$ cat config.mk
export PLATFORM = sky130hd
export DESIGN_NAME = i2csr_engine
export DESIGN_NICKNAME = d
export VERILOG_FILES = /design/src/rtl/i2csr_pkg.sv /design/src/rtl/i2csr_engine.sv
export VERILOG_INCLUDE_DIRS = /design/src /design/src/rtl
export SDC_FILE = /design/constraint.sdc
export NUM_CORES = 1
export LEC_CHECK = 0
export ABC_CLOCK_PERIOD_IN_PS = 2150
export BUFFER_PORTS_ARGS = -buffer_cell sky130_fd_sc_hd__buf_2
export CAP_MARGIN = 0
export CORE_MARGIN = 4
export CORE_UTILIZATION = 57
export CTS_CLUSTER_DIAMETER = 80
export DETAILED_ROUTE_END_ITERATION = 7
export PLACE_DENSITY_LB_ADDON = 0.08
export SLEW_MARGIN = 15
export SYNTH_ARGS = -nofsm -noshare
export SYNTH_HDL_FRONTEND = slang
export SYNTH_SLANG_ARGS = --single-unit
$ cat constraint.sdc
create_clock -name ref_clk -period 2.15 [get_ports ref_clk]
set_input_delay 0.43 -clock ref_clk [delete_from_list [all_inputs] [get_ports ref_clk]]
set_output_delay 0.43 -clock ref_clk [all_outputs]
set_load 0.03 [all_outputs]
$ cat src/rtl/i2csr_regs.svh
/*
 * Constants of the register access engine behind the two-wire slave port:
 * address, command codes, command field positions and sequence counts.
 * Assumes it is included by bare name from the engine.
 */
`ifndef I2CSR_REGS_SVH
`define I2CSR_REGS_SVH

// Slave address: fixed upper bits, the low three come from the straps
`define I2CSR_ADDR_FIXED 4'hd
// Command codes in command byte 0
`define I2CSR_OP_WRITE 3'h3
`define I2CSR_OP_READ 3'h4
// Command field positions
`define I2CSR_C0_OP 2:0
`define I2CSR_C1_PORT 3:0
`define I2CSR_C2_PORT0 7
`define I2CSR_C2_BE 5:2
`define I2CSR_C2_AHI 1:0
`define I2CSR_ADDR_LO 2'h0
// Byte sequence within a packet
`define I2CSR_IDX_CMD_LAST 4'h3
`define I2CSR_IDX_DATA_LAST 4'h7
`define I2CSR_IDX_END 4'h8
`define I2CSR_IDX_FIRST 4'h0
`define I2CSR_BIT_LAST 3'h7
`define I2CSR_BIT_FIRST 3'h0
`define I2CSR_RD_FIRST 2'h3
// Number of ports in the switch
`define I2CSR_NUM_PORTS 5'h03
// Reset values
`define I2CSR_ZERO_WORD 32'h0000_0000
`define I2CSR_ZERO_BYTE 8'h00

`endif

$ cat src/rtl/i2csr_pkg.sv
/*
 * Types shared by the register access engine and its bench.
 * Assumes the constants header is on the include path.
 */
package i2csr_pkg;

	// Access to the switch configuration space, issued once per command
	typedef struct packed {
		logic [4:0] port;
		logic [11:0] addr;
		logic [3:0] be;
		logic [31:0] wdata;
	} i2csr_req_t;

	// Serial engine states
	typedef enum logic [2:0] {
		I2CSR_IDLE,
		I2CSR_RX,
		I2CSR_ACK,
		I2CSR_TX,
		I2CSR_MACK
	} i2csr_state_t;

endpackage : i2csr_pkg

$ cat src/rtl/i2csr_engine.sv
/*
 * Two-wire slave register access engine: decodes write and read command
 * packets and issues single accesses to the switch configuration space.
 * Assumes scl and sda come from pins (synchronised here), the bus runs far
 * below ref_clk, and reg_rdata is valid the cycle after a reg_rd pulse.
 */
`include "i2csr_regs.svh"

module i2csr_engine (
	input wire logic ref_clk,
	input wire logic reset,
	input wire logic scl_pin,
	input wire logic sda_pin,
	output logic sda_drv,
	output logic sda_oe,
	input wire logic [2:0] addr_strap,
	output i2csr_pkg::i2csr_req_t reg_req,
	output logic reg_wr,
	output logic reg_rd,
	input wire logic [31:0] reg_rdata
);

	// ****************************************************************
	// Pin synchronisers and bus conditions
	// ****************************************************************
	logic scl_meta, scl_s, scl_d;
	logic sda_meta, sda_s, sda_d;
	logic [2:0] strap_meta, strap_s;
	logic scl_rise, scl_fall, bus_start, bus_stop;

	// Two flops per pin, straps too, plus a third on scl and sda; stages two and three feed the logic
	always_ff @(posedge ref_clk) begin
		if (reset) begin
			scl_meta <= 1'h1;
			scl_s <= 1'h1;
			scl_d <= 1'h1;
			sda_meta <= 1'h1;
			sda_s <= 1'h1;
			sda_d <= 1'h1;
			strap_meta <= 3'h0;
			strap_s <= 3'h0;
		end else begin
			scl_meta <= scl_pin;
			scl_s <= scl_meta;
			scl_d <= scl_s;
			sda_meta <= sda_pin;
			sda_s <= sda_meta;
			sda_d <= sda_s;
			strap_meta <= addr_strap;
			strap_s <= strap_meta;
		end
	end

	// START and STOP are sda edges while scl stays high
	assign scl_rise = scl_s & ~scl_d;
	assign scl_fall = ~scl_s & scl_d;
	assign bus_start = scl_s & scl_d & sda_d & ~sda_s;
	assign bus_stop = scl_s & scl_d & ~sda_d & sda_s;

	// ****************************************************************
	// Command decode
	// ****************************************************************
	// Shared by the read and write paths
	function automatic i2csr_pkg::i2csr_req_t decode_cmd(
		input logic [7:0] c1,
		input logic [7:0] c2,
		input logic [7:0] c3,
		input logic [31:0] data
	);
		i2csr_pkg::i2csr_req_t r;
		r.port = {c1[`I2CSR_C1_PORT], c2[`I2CSR_C2_PORT0]};
		r.addr = {c2[`I2CSR_C2_AHI], c3, `I2CSR_ADDR_LO};
		r.be = c2[`I2CSR_C2_BE];
		r.wdata = data;
		return r;
	endfunction : decode_cmd

	// ****************************************************************
	// Serial byte engine
	// ****************************************************************
	i2csr_pkg::i2csr_state_t state;
	logic [7:0] shreg;
	logic [2:0] bit_cnt;
	logic bit_done, first_byte, read_mode, master_ack;
	logic [1:0] rd_sel;
	logic [31:0] hold_buf;
	logic rx_done, addr_hit, byte_rx;
	logic [6:0] my_addr;

	assign my_addr = {`I2CSR_ADDR_FIXED, strap_s};
	assign rx_done = (state == i2csr_pkg::I2CSR_RX) & scl_fall & bit_done;
	assign addr_hit = rx_done & first_byte & (shreg[7:1] == my_addr);
	assign byte_rx = rx_done & ~first_byte;

	// Bit and byte sequencing; START restarts from any state
	always_ff @(posedge ref_clk) begin
		if (reset) begin
			state <= i2csr_pkg::I2CSR_IDLE;
			shreg <= `I2CSR_ZERO_BYTE;
			bit_cnt <= `I2CSR_BIT_FIRST;
			bit_done <= 1'h0;
			first_byte <= 1'h0;
			read_mode <= 1'h0;
			master_ack <= 1'h0;
			rd_sel <= `I2CSR_RD_FIRST;
		end else if (bus_start) begin
			state <= i2csr_pkg::I2CSR_RX;
			first_byte <= 1'h1;
			bit_cnt <= `I2CSR_BIT_FIRST;
			bit_done <= 1'h0;
		end else if (bus_stop) begin
			state <= i2csr_pkg::I2CSR_IDLE;
		end else begin
			unique case (state)
				i2csr_pkg::I2CSR_IDLE: begin
					bit_done <= 1'h0;
				end
				i2csr_pkg::I2CSR_RX: begin
					if (scl_rise) begin
						shreg <= {shreg[6:0], sda_s};
						bit_cnt <= bit_cnt + 3'h1;
						bit_done <= (bit_cnt == `I2CSR_BIT_LAST);
					end else if (rx_done) begin
						bit_done <= 1'h0;
						first_byte <= 1'h0;
						if (first_byte & ~addr_hit) begin
							state <= i2csr_pkg::I2CSR_IDLE; // Not ours: wait for START
						end else begin
							state <= i2csr_pkg::I2CSR_ACK;
						end
						if (addr_hit) begin
							read_mode <= shreg[0];
							rd_sel <= `I2CSR_RD_FIRST;
						end
					end
				end
				i2csr_pkg::I2CSR_ACK: begin
					if (scl_fall) begin
						bit_cnt <= `I2CSR_BIT_FIRST;
						if (read_mode) begin
							shreg <= hold_buf[8 * rd_sel +: 8];
							rd_sel <= rd_sel - 2'h1;
							state <= i2csr_pkg::I2CSR_TX;
						end else begin
							state <= i2csr_pkg::I2CSR_RX;
						end
					end
				end
				i2csr_pkg::I2CSR_TX: begin
					if (scl_rise) begin
						bit_cnt <= bit_cnt + 3'h1;
						bit_done <= (bit_cnt == `I2CSR_BIT_LAST);
					end else if (scl_fall) begin
						if (bit_done) begin
							bit_done <= 1'h0;
							state <= i2csr_pkg::I2CSR_MACK;
						end else begin
							shreg <= {shreg[6:0], 1'h0};
						end
					end
				end
				i2csr_pkg::I2CSR_MACK: begin
					if (scl_rise) begin
						master_ack <= ~sda_s;
					end else if (scl_fall) begin
						bit_cnt <= `I2CSR_BIT_FIRST;
						if (master_ack) begin
							// Index wraps 0 to 3, so long reads repeat the word
							shreg <= hold_buf[8 * rd_sel +: 8];
							rd_sel <= rd_sel - 2'h1;
							state <= i2csr_pkg::I2CSR_TX;
						end else begin
							state <= i2csr_pkg::I2CSR_IDLE;
						end
					end
				end
			endcase
		end
	end

	// Open-drain drive, registered so the pin never glitches
	always_ff @(posedge ref_clk) begin
		if (reset) begin
			sda_oe <= 1'h0;
		end else begin
			sda_oe <= (state == i2csr_pkg::I2CSR_ACK)
				| ((state == i2csr_pkg::I2CSR_TX) & ~shreg[7]);
		end
	end
	assign sda_drv = 1'h0;

	// ****************************************************************
	// Command and data capture
	// ****************************************************************
	logic [7:0] cmd_byte [0:2];
	logic [2:0] cmd_op;
	logic [31:0] wdata;
	logic [3:0] byte_idx;
	logic [31:0] next_wdata;
	i2csr_pkg::i2csr_req_t next_req;
	logic rd_pend, rd_valid;

	assign next_wdata = {wdata[23:0], shreg};

	// Command bytes fill first, then data; extra bytes are acked and dropped
	always_ff @(posedge ref_clk) begin
		if (reset) begin
			byte_idx <= `I2CSR_IDX_FIRST;
			cmd_op <= 3'h0;
			wdata <= `I2CSR_ZERO_WORD;
			for (int i = 0; i < 3; i++) begin
				cmd_byte[i] <= `I2CSR_ZERO_BYTE;
			end
		end else if (addr_hit) begin
			byte_idx <= `I2CSR_IDX_FIRST;
		end else if (byte_rx && (byte_idx != `I2CSR_IDX_END)) begin
			byte_idx <= byte_idx + 4'h1;
			if (byte_idx == `I2CSR_IDX_FIRST) begin
				cmd_op <= shreg[`I2CSR_C0_OP];
			end else if (byte_idx <= `I2CSR_IDX_CMD_LAST) begin
				cmd_byte[byte_idx[1:0] - 2'h1] <= shreg;
			end else begin
				wdata <= next_wdata;
			end
		end
	end

	// Request fields: read on the last command byte, write on the last data byte
	always_comb begin
		if (byte_idx == `I2CSR_IDX_CMD_LAST) begin
			next_req = decode_cmd(cmd_byte[0], cmd_byte[1], shreg, `I2CSR_ZERO_WORD);
		end else begin
			next_req = decode_cmd(cmd_byte[0], cmd_byte[1], cmd_byte[2], next_wdata);
		end
		rd_valid = next_req.port < `I2CSR_NUM_PORTS;
	end

	// Issue one access; unknown ports are never issued
	always_ff @(posedge ref_clk) begin
		if (reset) begin
			reg_req <= '0;
			reg_wr <= 1'h0;
			reg_rd <= 1'h0;
		end else begin
			reg_wr <= 1'h0;
			reg_rd <= 1'h0;
			if (byte_rx && rd_valid && (cmd_op == `I2CSR_OP_READ)
				&& (byte_idx == `I2CSR_IDX_CMD_LAST)) begin
				reg_req <= next_req;
				reg_rd <= 1'h1;
			end
			if (byte_rx && rd_valid && (cmd_op == `I2CSR_OP_WRITE)
				&& (byte_idx == `I2CSR_IDX_DATA_LAST)) begin
				reg_req <= next_req; // be gates each byte in the target
				reg_wr <= 1'h1;
			end
		end
	end

	// Holding buffer for the data phase; bad port reads back zero
	always_ff @(posedge ref_clk) begin
		if (reset) begin
			rd_pend <= 1'h0;
			hold_buf <= `I2CSR_ZERO_WORD;
		end else begin
			rd_pend <= reg_rd;
			if (rd_pend) begin
				hold_buf <= reg_rdata;
			end else if (byte_rx && ~rd_valid && (cmd_op == `I2CSR_OP_READ)
				&& (byte_idx == `I2CSR_IDX_CMD_LAST)) begin
				hold_buf <= `I2CSR_ZERO_WORD;
			end
		end
	end

endmodule : i2csr_engine

======== Yosys cells after proc, flatten, opt, wreduce, memory -nomap -nowiden ========
Memories as Yosys holds them, arrays and structs flattened.
Index checks and enable logic that the tools add are counted.
Widths: inputs -> output; s select.
word-level totals
  memories ................................ 1
  latch bits .............................. 0
  register bits ........................... 152
  bits in writable memories ............... 24
  word-level logic and storage cells ...... 202
  memory bits (read-only) ................. 0
memory list
  name      words  width  read ports  clocked after memory_dff  wr ports  line                 RTL
  cmd_byte  3      8      3           0                         3         i2csr_engine.sv:195  logic [7:0] cmd_byte [0:2];
cells by class
  shift operators ......................... 1
  add/sub/neg operators ................... 4
  order comparisons ....................... 2
  equal/unequal tests ..................... 37
  reduce and logical (&&, ||, !) cells .... 36
  divide/modulo/power cells ............... 0
  bitwise operators ....................... 28
  $mul .................................... 0
  multiplexer cells ....................... 64
operator list
  kind                number
  $mux 53             2
  $mux 8              10
  $mux 32             2
  $mux 46             1
  $ne 4x4->1 const B  9
  $mux 3              11
  $pmux 8 s4          1
  $shiftx 32x6->8     1
  $ne 2x2->1 const B  14
  $mux 2              12
  $mux 1              21
  $reduce_and 4->1    5
  $reduce_and 9->1    2
  $and 1x1->1         14
  $not 1->1           13
  $pmux 3 s4          1
  $reduce_and 12->1   1
  $reduce_and 11->1   1
  $eq 3x2->1 const B  3
  $eq 3x3->1 const B  3
  $logic_and 1x1->1   9
  $pmux 3 s3          1
  $reduce_bool 3->1   3
  $reduce_bool 2->1   4
  23 further kinds    28

======== Logic depth before layout (Yosys ltp) ========
Gate-level depths: netlist of run 1.
  depth in word-level cells ............... 14
  depth in mapped cells ................... 9
  depth with buffers taken out ............ 7

======== Least setup slack after synthesis of run 1 ========
No wires, ideal clock.
  path type ............................... reg2reg
  from .................................... register scl_s
  to ...................................... memory cmd_byte[2][0], enable pin
  data arrival time ....................... 1.635 ns
  setup time .............................. 0.326 ns
  setup slack ............................. 0.189 ns
  cell stages (with the launch flop) ...... 7
  path through ............................ dfxtp_1 inv_1 ha_1 nand4_2 nor4b_2 clkbuf_1 a21o_1
RTL lines
  item                    line                 RTL
  from (decl)             i2csr_engine.sv:26   logic scl_meta, scl_s, scl_d;
  from (signal assigned)  i2csr_engine.sv:44   scl_s <= scl_meta;
  to (decl)               i2csr_engine.sv:195

======== Worst setup path after layout of run 1 ========
  from .................................... register state[2]
  to ...................................... register reg_req[7] (netlist name)
between the ends
  word-level cells in the longest chain between the ends .. 8
  elaborated cells between the ends (all ways) .. 11
ends and longest elaborated chain
  item                                                      line                                      RTL
  from (decl)                                               i2csr_engine.sv:81                        i2csr_pkg::i2csr_state_t state;
  from (signal assigned)                                    i2csr_engine.sv:98                        state <= i2csr_pkg::I2CSR_IDLE;
  from (signal assigned)                                    i2csr_engine.sv:107                       state <= i2csr_pkg::I2CSR_RX;
  from (signal assigned)                                    i2csr_engine.sv:112                       state <= i2csr_pkg::I2CSR_IDLE;
  $eq 3x1->1 (*)                                            i2csr_engine.sv:91                        assign rx_done = (state == i2csr_pkg::I2CSR_RX) & scl_fall & bit_done;
  $and 1x1->1 (*) (2 in a row)                              i2csr_engine.sv:91
  $and 1x1->1 (*)                                           i2csr_engine.sv:93                        assign byte_rx = rx_done & ~first_byte;
  $logic_and 1x1->1 (*)                                     i2csr_engine.sv:247, i2csr_engine.sv:252
  $logic_and 1x1->1, on equally long branches (2 in a row)  i2csr_engine.sv:252, i2csr_engine.sv:247
  $mux 53 / $reduce_bool 2->1 (equally long branches)       -
  to (signal assigned)                                      i2csr_engine.sv:249                       reg_req <= next_req;
  to (signal assigned)                                      i2csr_engine.sv:254                       reg_req <= next_req;
  to (decl)                                                 i2csr_engine.sv:17                        output i2csr_pkg::i2csr_req_t reg_req,
Every way passes the cells marked *; elsewhere a longest branch is shown, timed or not.
A chain may end at the register's enable or synchronous reset.

==> results.sh, run 1 <==
export IMPL_status="complete, no violations"
export IMPL_grt_use_total=0.2172
export IMPL_cp_slowest_cell="dfxtp_1"
export IMPL_clockPowerShare=0.466
export IMPL_min_period_over_period=0.9411
export IMPL_grt_max_degree=86
export IMPL_ys_ff_latch=169
export IMPL_power_mw=6.530
export IMPL_dp_slack_ns=0.08197
export IMPL_grt_overflow_total=0
export IMPL_drt_wl_total_mm=15.45
export IMPL_crit_arrival_ns=2.38
export IMPL_die_height_um=118.2
export IMPL_final_common_cell="dfxtp_1"
export IMPL_combinationalPowerShare=0.037
export IMPL_powerDensity_mw_per_mm2=788.2
export IMPL_crit_type="flip-flop to flip-flop"
export IMPL_met3_length_um=871
export IMPL_path_cells="and2b_1, nand4_2, buf_4, a211oi_4, buf_4, buf_16, nand3_1, a21oi_1"
export IMPL_wl_met2_mm=7.254
export IMPL_end_kind="flip-flop"
export IMPL_first_iter_violations=401
export IMPL_yosys_warnings=0
export IMPL_h_tree_depth=4
export IMPL_avgSynthCellArea_sq_um=10.16
export IMPL_swShare=0.2191
export IMPL_crit_family="buffers and inverters"
export IMPL_ys_flop_type="dfxtp_1"
export IMPL_cts_tree="done"
export IMPL_ys_seq_area_frac=0.5164
export IMPL_netlist_instances=681
export IMPL_holdWs_ns=0.1843
export IMPL_final_cell_mix="148 x dfxtp_1, 91 x buf_2, 65 x nor2_1"
export IMPL_finClkSkew_ns=0.008156
export IMPL_antenna_found_initial=0
export IMPL_place_hpwl_mm=9.999
export IMPL_wl_per_cell_um=16.64
export IMPL_ys_types=66
export IMPL_vdd_drop_max_v=0.0006013
export IMPL_core_area_sq_mm=0.01166
export IMPL_crit_top_cell="buf_4"
export IMPL_final_nets=822
export IMPL_numPortBuffers=92
export IMPL_grt_pass1_wl_mm=24.66
export IMPL_num_rows=39
export IMPL_path_max_fanout=29
export IMPL_drtPass1Iterations=4
export IMPL_post_route_drc_count=0
export IMPL_detail_route_vias_per_cell=5.801
export IMPL_start_kind="flip-flop"
export IMPL_cap_viol_max_count=0
export IMPL_hp_class="primary input to flip-flop"
export IMPL_required_ns=2.50
export IMPL_timing_final_max_slew_violations=0
export IMPL_max_freq_ghz=0.4942
export IMPL_root_buffer="clkbuf_16"
export IMPL_utilization=0.7104
export IMPL_switching_power_mw=1.431
export IMPL_area_delta_synth_final_pct=19.73
export IMPL_synth_edf_count=19
export IMPL_final_hold_viol_count=0
export IMPL_via_count=5383
export IMPL_postRouteAntennaNets=0
export IMPL_initial_utilization=0.5934
export IMPL_cts_sinks=169
export IMPL_p_int_mw=5.099
export IMPL_finalSetupViolations=0
export IMPL_clk_insertion_delay_late_ns=0.43
export IMPL_p_leak_nw=3.602
export IMPL_drive_gt1_frac=0.2522
export IMPL_clk_transition_reported_paths_ns=0.07
export IMPL_min_period_ns=2.023
export IMPL_place_gp_congestion=0.9208
export IMPL_synth_area_sq_mm=0.006920
export IMPL_io_pins=96
export IMPL_grt_pass1_vias=4952
export IMPL_async_flop_share=0
export IMPL_die_w_um=118.2
export IMPL_wl_met1_mm=7.033
export IMPL_p_seq_frac=0.497
export IMPL_highest_layer="met4"
export IMPL_diodes=0
export IMPL_dieArea_sq_mm=0.01397
export IMPL_cts_path_max_buffers=2
export IMPL_setup_tns_ns=0
export IMPL_worstPathBufferInverterCount=3
export IMPL_setup_slack_ns=0.1267
export IMPL_numCtsBuffers=17
export IMPL_slowest_delay_ns=0.42
## cells in the mapped netlist (13+ instances only)
| library cell | number | area share |
|---|---|---|
| dfxtp_1 | 150 | 0.43 |
| nor2_1 | 65 | 0.035 |
| nand2_1 | 58 | 0.031 |
| mux2i_1 | 50 | 0.072 |
| a21oi_1 | 46 | 0.033 |
| nand3_1 | 40 | 0.029 |
| clkbuf_1 | 32 | 0.017 |
| a22o_1 | 31 | 0.039 |
| and3_1 | 21 | 0.019 |
| edfxtp_1 | 19 | 0.082 |
| a211oi_1 | 15 | 0.016 |
| buf_2 | 14 | 0.010 |
| nor2b_1 | 13 | 0.012 |
## path summary, 6_finish.rpt
| kind | from | endpoint | slack [ns] | cells past startpoint |
|---|---|---|---|---|
| worst max-delay path | state[2] | reg_req[7] | 0.13 | 8 |
| worst min-delay path | scl_pin | scl_meta | 0.18 | 2 |
| worst max register to register | state[2] | reg_req[7] | 0.13 | 8 |
| worst min register to register | scl_meta | scl_s | 0.42 | 1 |
## state kept, by name, summed over array words and instances (netlist names), 2 cells and up
register	flops
state	3
byte_idx	4
wdata	24
bit_cnt	3
reg_req	51
hold_buf	32
cmd_op	3
rd_sel	2
strap_meta	3
cmd_byte	19
shreg	8
strap_s	3
## cells by family (layout without fill, tap and decap cells)
family          count (synthesis)  after routing  share of synthesized area
simple gates                  240            240                     0.1739
mux                            58             58                    0.09835
buf+inv                        65            167                    0.04430
fa+ha+maj                      10             10                    0.01808
compound gates                130            130                     0.1383
other cells                     1              3                  0.0005419
xor+xnor                        8              8                    0.01013
flops                         169            169                     0.5164
## what timing repair did
item,CTS,global route
buffers inserted,0,2
cloned,1,1
gates resized for setup,0,8
pin swaps,0,2
setup endpoints to repair,1,54
hold buffers,0,0
## per-layer routing
layer,track usage,up-vias
li1,-,2593
met1,0.2879,2589
met4,0.08132,0
met2,0.3437,174
met5,0,-
met3,0.05683,27
## power groups by stage
| stage | Combinational (mW) | Clock [mW] | Sequential (mW) |
|---|---|---|---|
| after CTS | 0.242 | 3.07 | 3.24 |
| after detailed placement | 0.240 | 0 | 3.32 |
| final | 0.244 | 3.04 | 3.24 |
| after global placement | 0.238 | 0 | 3.31 |
| after global routing | 0.264 | 3.23 | 3.25 |
| after floorplan | 0.152 | 0 | 3.31 |
## stage by stage
stage / area, sq um / std cells
2_1_floorplan: 6928 / 683
3_3_place_gp: 7611 / 893
3_5_place_dp: 7611 / 893
4_1_cts: 8232 / 925
5_1_grt: 8285 / 928
6_report: 8285 / 928
## layout make-up
cell class,count,area [sq um]
sequential,169,3576
tap,143,178.9
timing repair buffer,126,830.8
multi-input combinational,449,3074
fill,858,3377
inverter,10,37.54
clock buffer,18,450.4
clock inverter,13,137.6
(Power assumes the default switching activity.)
==> inputs of run 2 (changes only) <==
- CORE_UTILIZATION: 57 -> 59
- CTS_BUF_LIST: not set -> sky130_fd_sc_hd__clkbuf_4
- SETUP_SLACK_MARGIN: not set -> 0.3
==> results.sh, run 2 (synthesis results as in run 1) <==
export IMPL_status="complete, no violations"
export IMPL_final_cell_mix="141 x dfxtp_1, 91 x buf_2, 52 x nor2_1"
export IMPL_first_iter_violations=451
export IMPL_r2r_slack_ns=0.20
export IMPL_cts_tree="done"
export IMPL_die_height_um=116.3
export IMPL_place_gp_congestion=0.8437
export IMPL_clk_insertion_delay_late_ns=0.57
export IMPL_powerDensity_mw_per_mm2=603.8
export IMPL_end_kind="flip-flop"
export IMPL_reg2reg_depth=8
export IMPL_drt_wl_total_mm=17.44
export IMPL_die_w_um=116.3
export IMPL_max_freq_ghz=0.5124
export IMPL_detail_route_vias_per_cell=5.869
export IMPL_multi_input_area_sq_mm=0.003517
export IMPL_min_period_over_period=0.9077
export IMPL_postRouteAntennaNets=0
export IMPL_final_common_cell="dfxtp_1"
export IMPL_grt_overflow_total=0
export IMPL_largest_reg_flops=51
export IMPL_timing_final_max_slew_violations=0
export IMPL_via_count=5634
export IMPL_dp_cells=890
export IMPL_cap_viol_max_count=0
export IMPL_top_register="reg_req"
export IMPL_setup_tns_ns=0
export IMPL_dieArea_sq_mm=0.01353
export IMPL_initial_utilization=0.6035
export IMPL_final_hold_viol_count=0
export IMPL_power_mw=5.328
export IMPL_grt_pass1_wl_mm=25.57
export IMPL_start_kind="flip-flop"
export IMPL_r2r_end="rd_sel[1]"
export IMPL_numPortBuffers=92
export IMPL_finClkSkew_ns=0.02395
export IMPL_grt_max_degree=56
export IMPL_h_tree_depth=4
export IMPL_post_route_drc_count=0
export IMPL_relSlewSlack=0.5753
export IMPL_seq_area_sq_mm=0.003600
export IMPL_p_leak_nw=3.787
export IMPL_core_area_sq_mm=0.01147
export IMPL_grt_pass1_vias=5277
export IMPL_num_rows=39
export IMPL_finalSetupViolations=0
export IMPL_startpoint="scl_s"
export IMPL_crit_type="flip-flop to flip-flop"
export IMPL_io_pins=96
export IMPL_worst_pin_slew_ns=0.6356
export IMPL_hp_class="primary input to flip-flop"
export IMPL_cts_sinks=169
export IMPL_reg_top3="reg_req (51), hold_buf (32), wdata (24)"
export IMPL_n_fill_cell=789
export IMPL_r2r_start="scl_s"
export IMPL_drtPass1Iterations=5
export IMPL_clk_transition_reported_paths_ns=0.12
export IMPL_min_period_ns=1.952
export IMPL_grt_use_total=0.2406
export IMPL_drive_gt1_frac=0.3664
export IMPL_fin_cells=960
export IMPL_crit_arrival_ns=2.42
export IMPL_path_max_fanout=5
export IMPL_required_ns=2.62
export IMPL_endpoint="rd_sel[1]"
export IMPL_antenna_found_initial=1
export IMPL_numCtsBuffers=17
export IMPL_root_buffer="clkbuf_4"
export IMPL_grt_setup_unrepaired="yes"
export IMPL_area_delta_synth_final_pct=27.50
export IMPL_cts_path_max_buffers=2
export IMPL_wl_per_cell_um=18.17
export IMPL_final_nets=852
export IMPL_vdd_drop_max_v=0.0005324
export IMPL_place_hpwl_mm=10.15
==> run 2: worst min path at each step <==
stage,startpoint,end,slack [ns],depth (start not counted)
finish,scl_pin,scl_meta,0.05,2
detailed placement,sda_meta,sda_s,0.40,1
floorplan,scl_meta,scl_s,0.39,1
global route,reg_rdata[17],hold_buf[17],0.02,2
global placement,sda_meta,sda_s,0.40,1
CTS,scl_pin,scl_meta,0.0007,2
==> run 2: layer usage <==
metal,GRT usage,share of wire,up-vias
met5,0,0,-
met4,0.1090,0.029,0
met3,0.04974,0.059,44
met2,0.3898,0.49,210
met1,0.3112,0.42,2708
li1,-,-,2672
==> run 2: final cells by class <==
class | count | share of cell area
timing repair buffer | 155 | 0.1381
antenna | 1 | 0.0002836
multi-input combinational | 450 | 0.3986
tap | 143 | 0.02028
clock inverter | 13 | 0.01432
inverter | 10 | 0.004254
clock buffer | 19 | 0.01617
sequential | 169 | 0.4080
==> run 2: stage by stage <==
stage | utilization | hold WS, ns | setup WS (ns) | instance area [sq um]
6_report | 0.7694 | 0.04722 | 0.1985 | 8823
5_1_grt | 0.7694 | 0.02211 | 0.1220 | 8823
4_1_cts | 0.7213 | 0.0007112 | 0.2615 | 8272
3_5_place_dp | 0.6692 | 0.3955 | 0.08056 | 7674
3_3_place_gp | 0.6692 | 0.3981 | 0.2007 | 7674
2_1_floorplan | - | 0.3895 | 0.2660 | 7005
==> run 2: critical path, cell delays in order, from the launching register on <==
cell	delay (ns)
dfxtp_4	0.39
inv_2	0.07
ha_4	0.18
buf_6	0.13
nor2b_1	0.16
o22ai_1	0.12
a211oi_2	0.30
a21bo_1	0.28
a221oi_2	0.25
==> run 2: what timing repair did <==
item | in CTS | in global routing
resized for setup | 36 | 78
cloned | 3 | 8
hold buffers | 0 | 0
pin swaps | 15 | 33
endpoints found under the setup margin | 117 | 139
setup buffers | 15 | 11
==> run 2: power by group <==
group	total [mW]	internal, mW	switching (mW)	leakage (nW)
clock network	1.79	0.707	1.08	0.153
logic	0.299	0.123	0.176	2.24
registers	3.24	3.22	0.0260	1.40
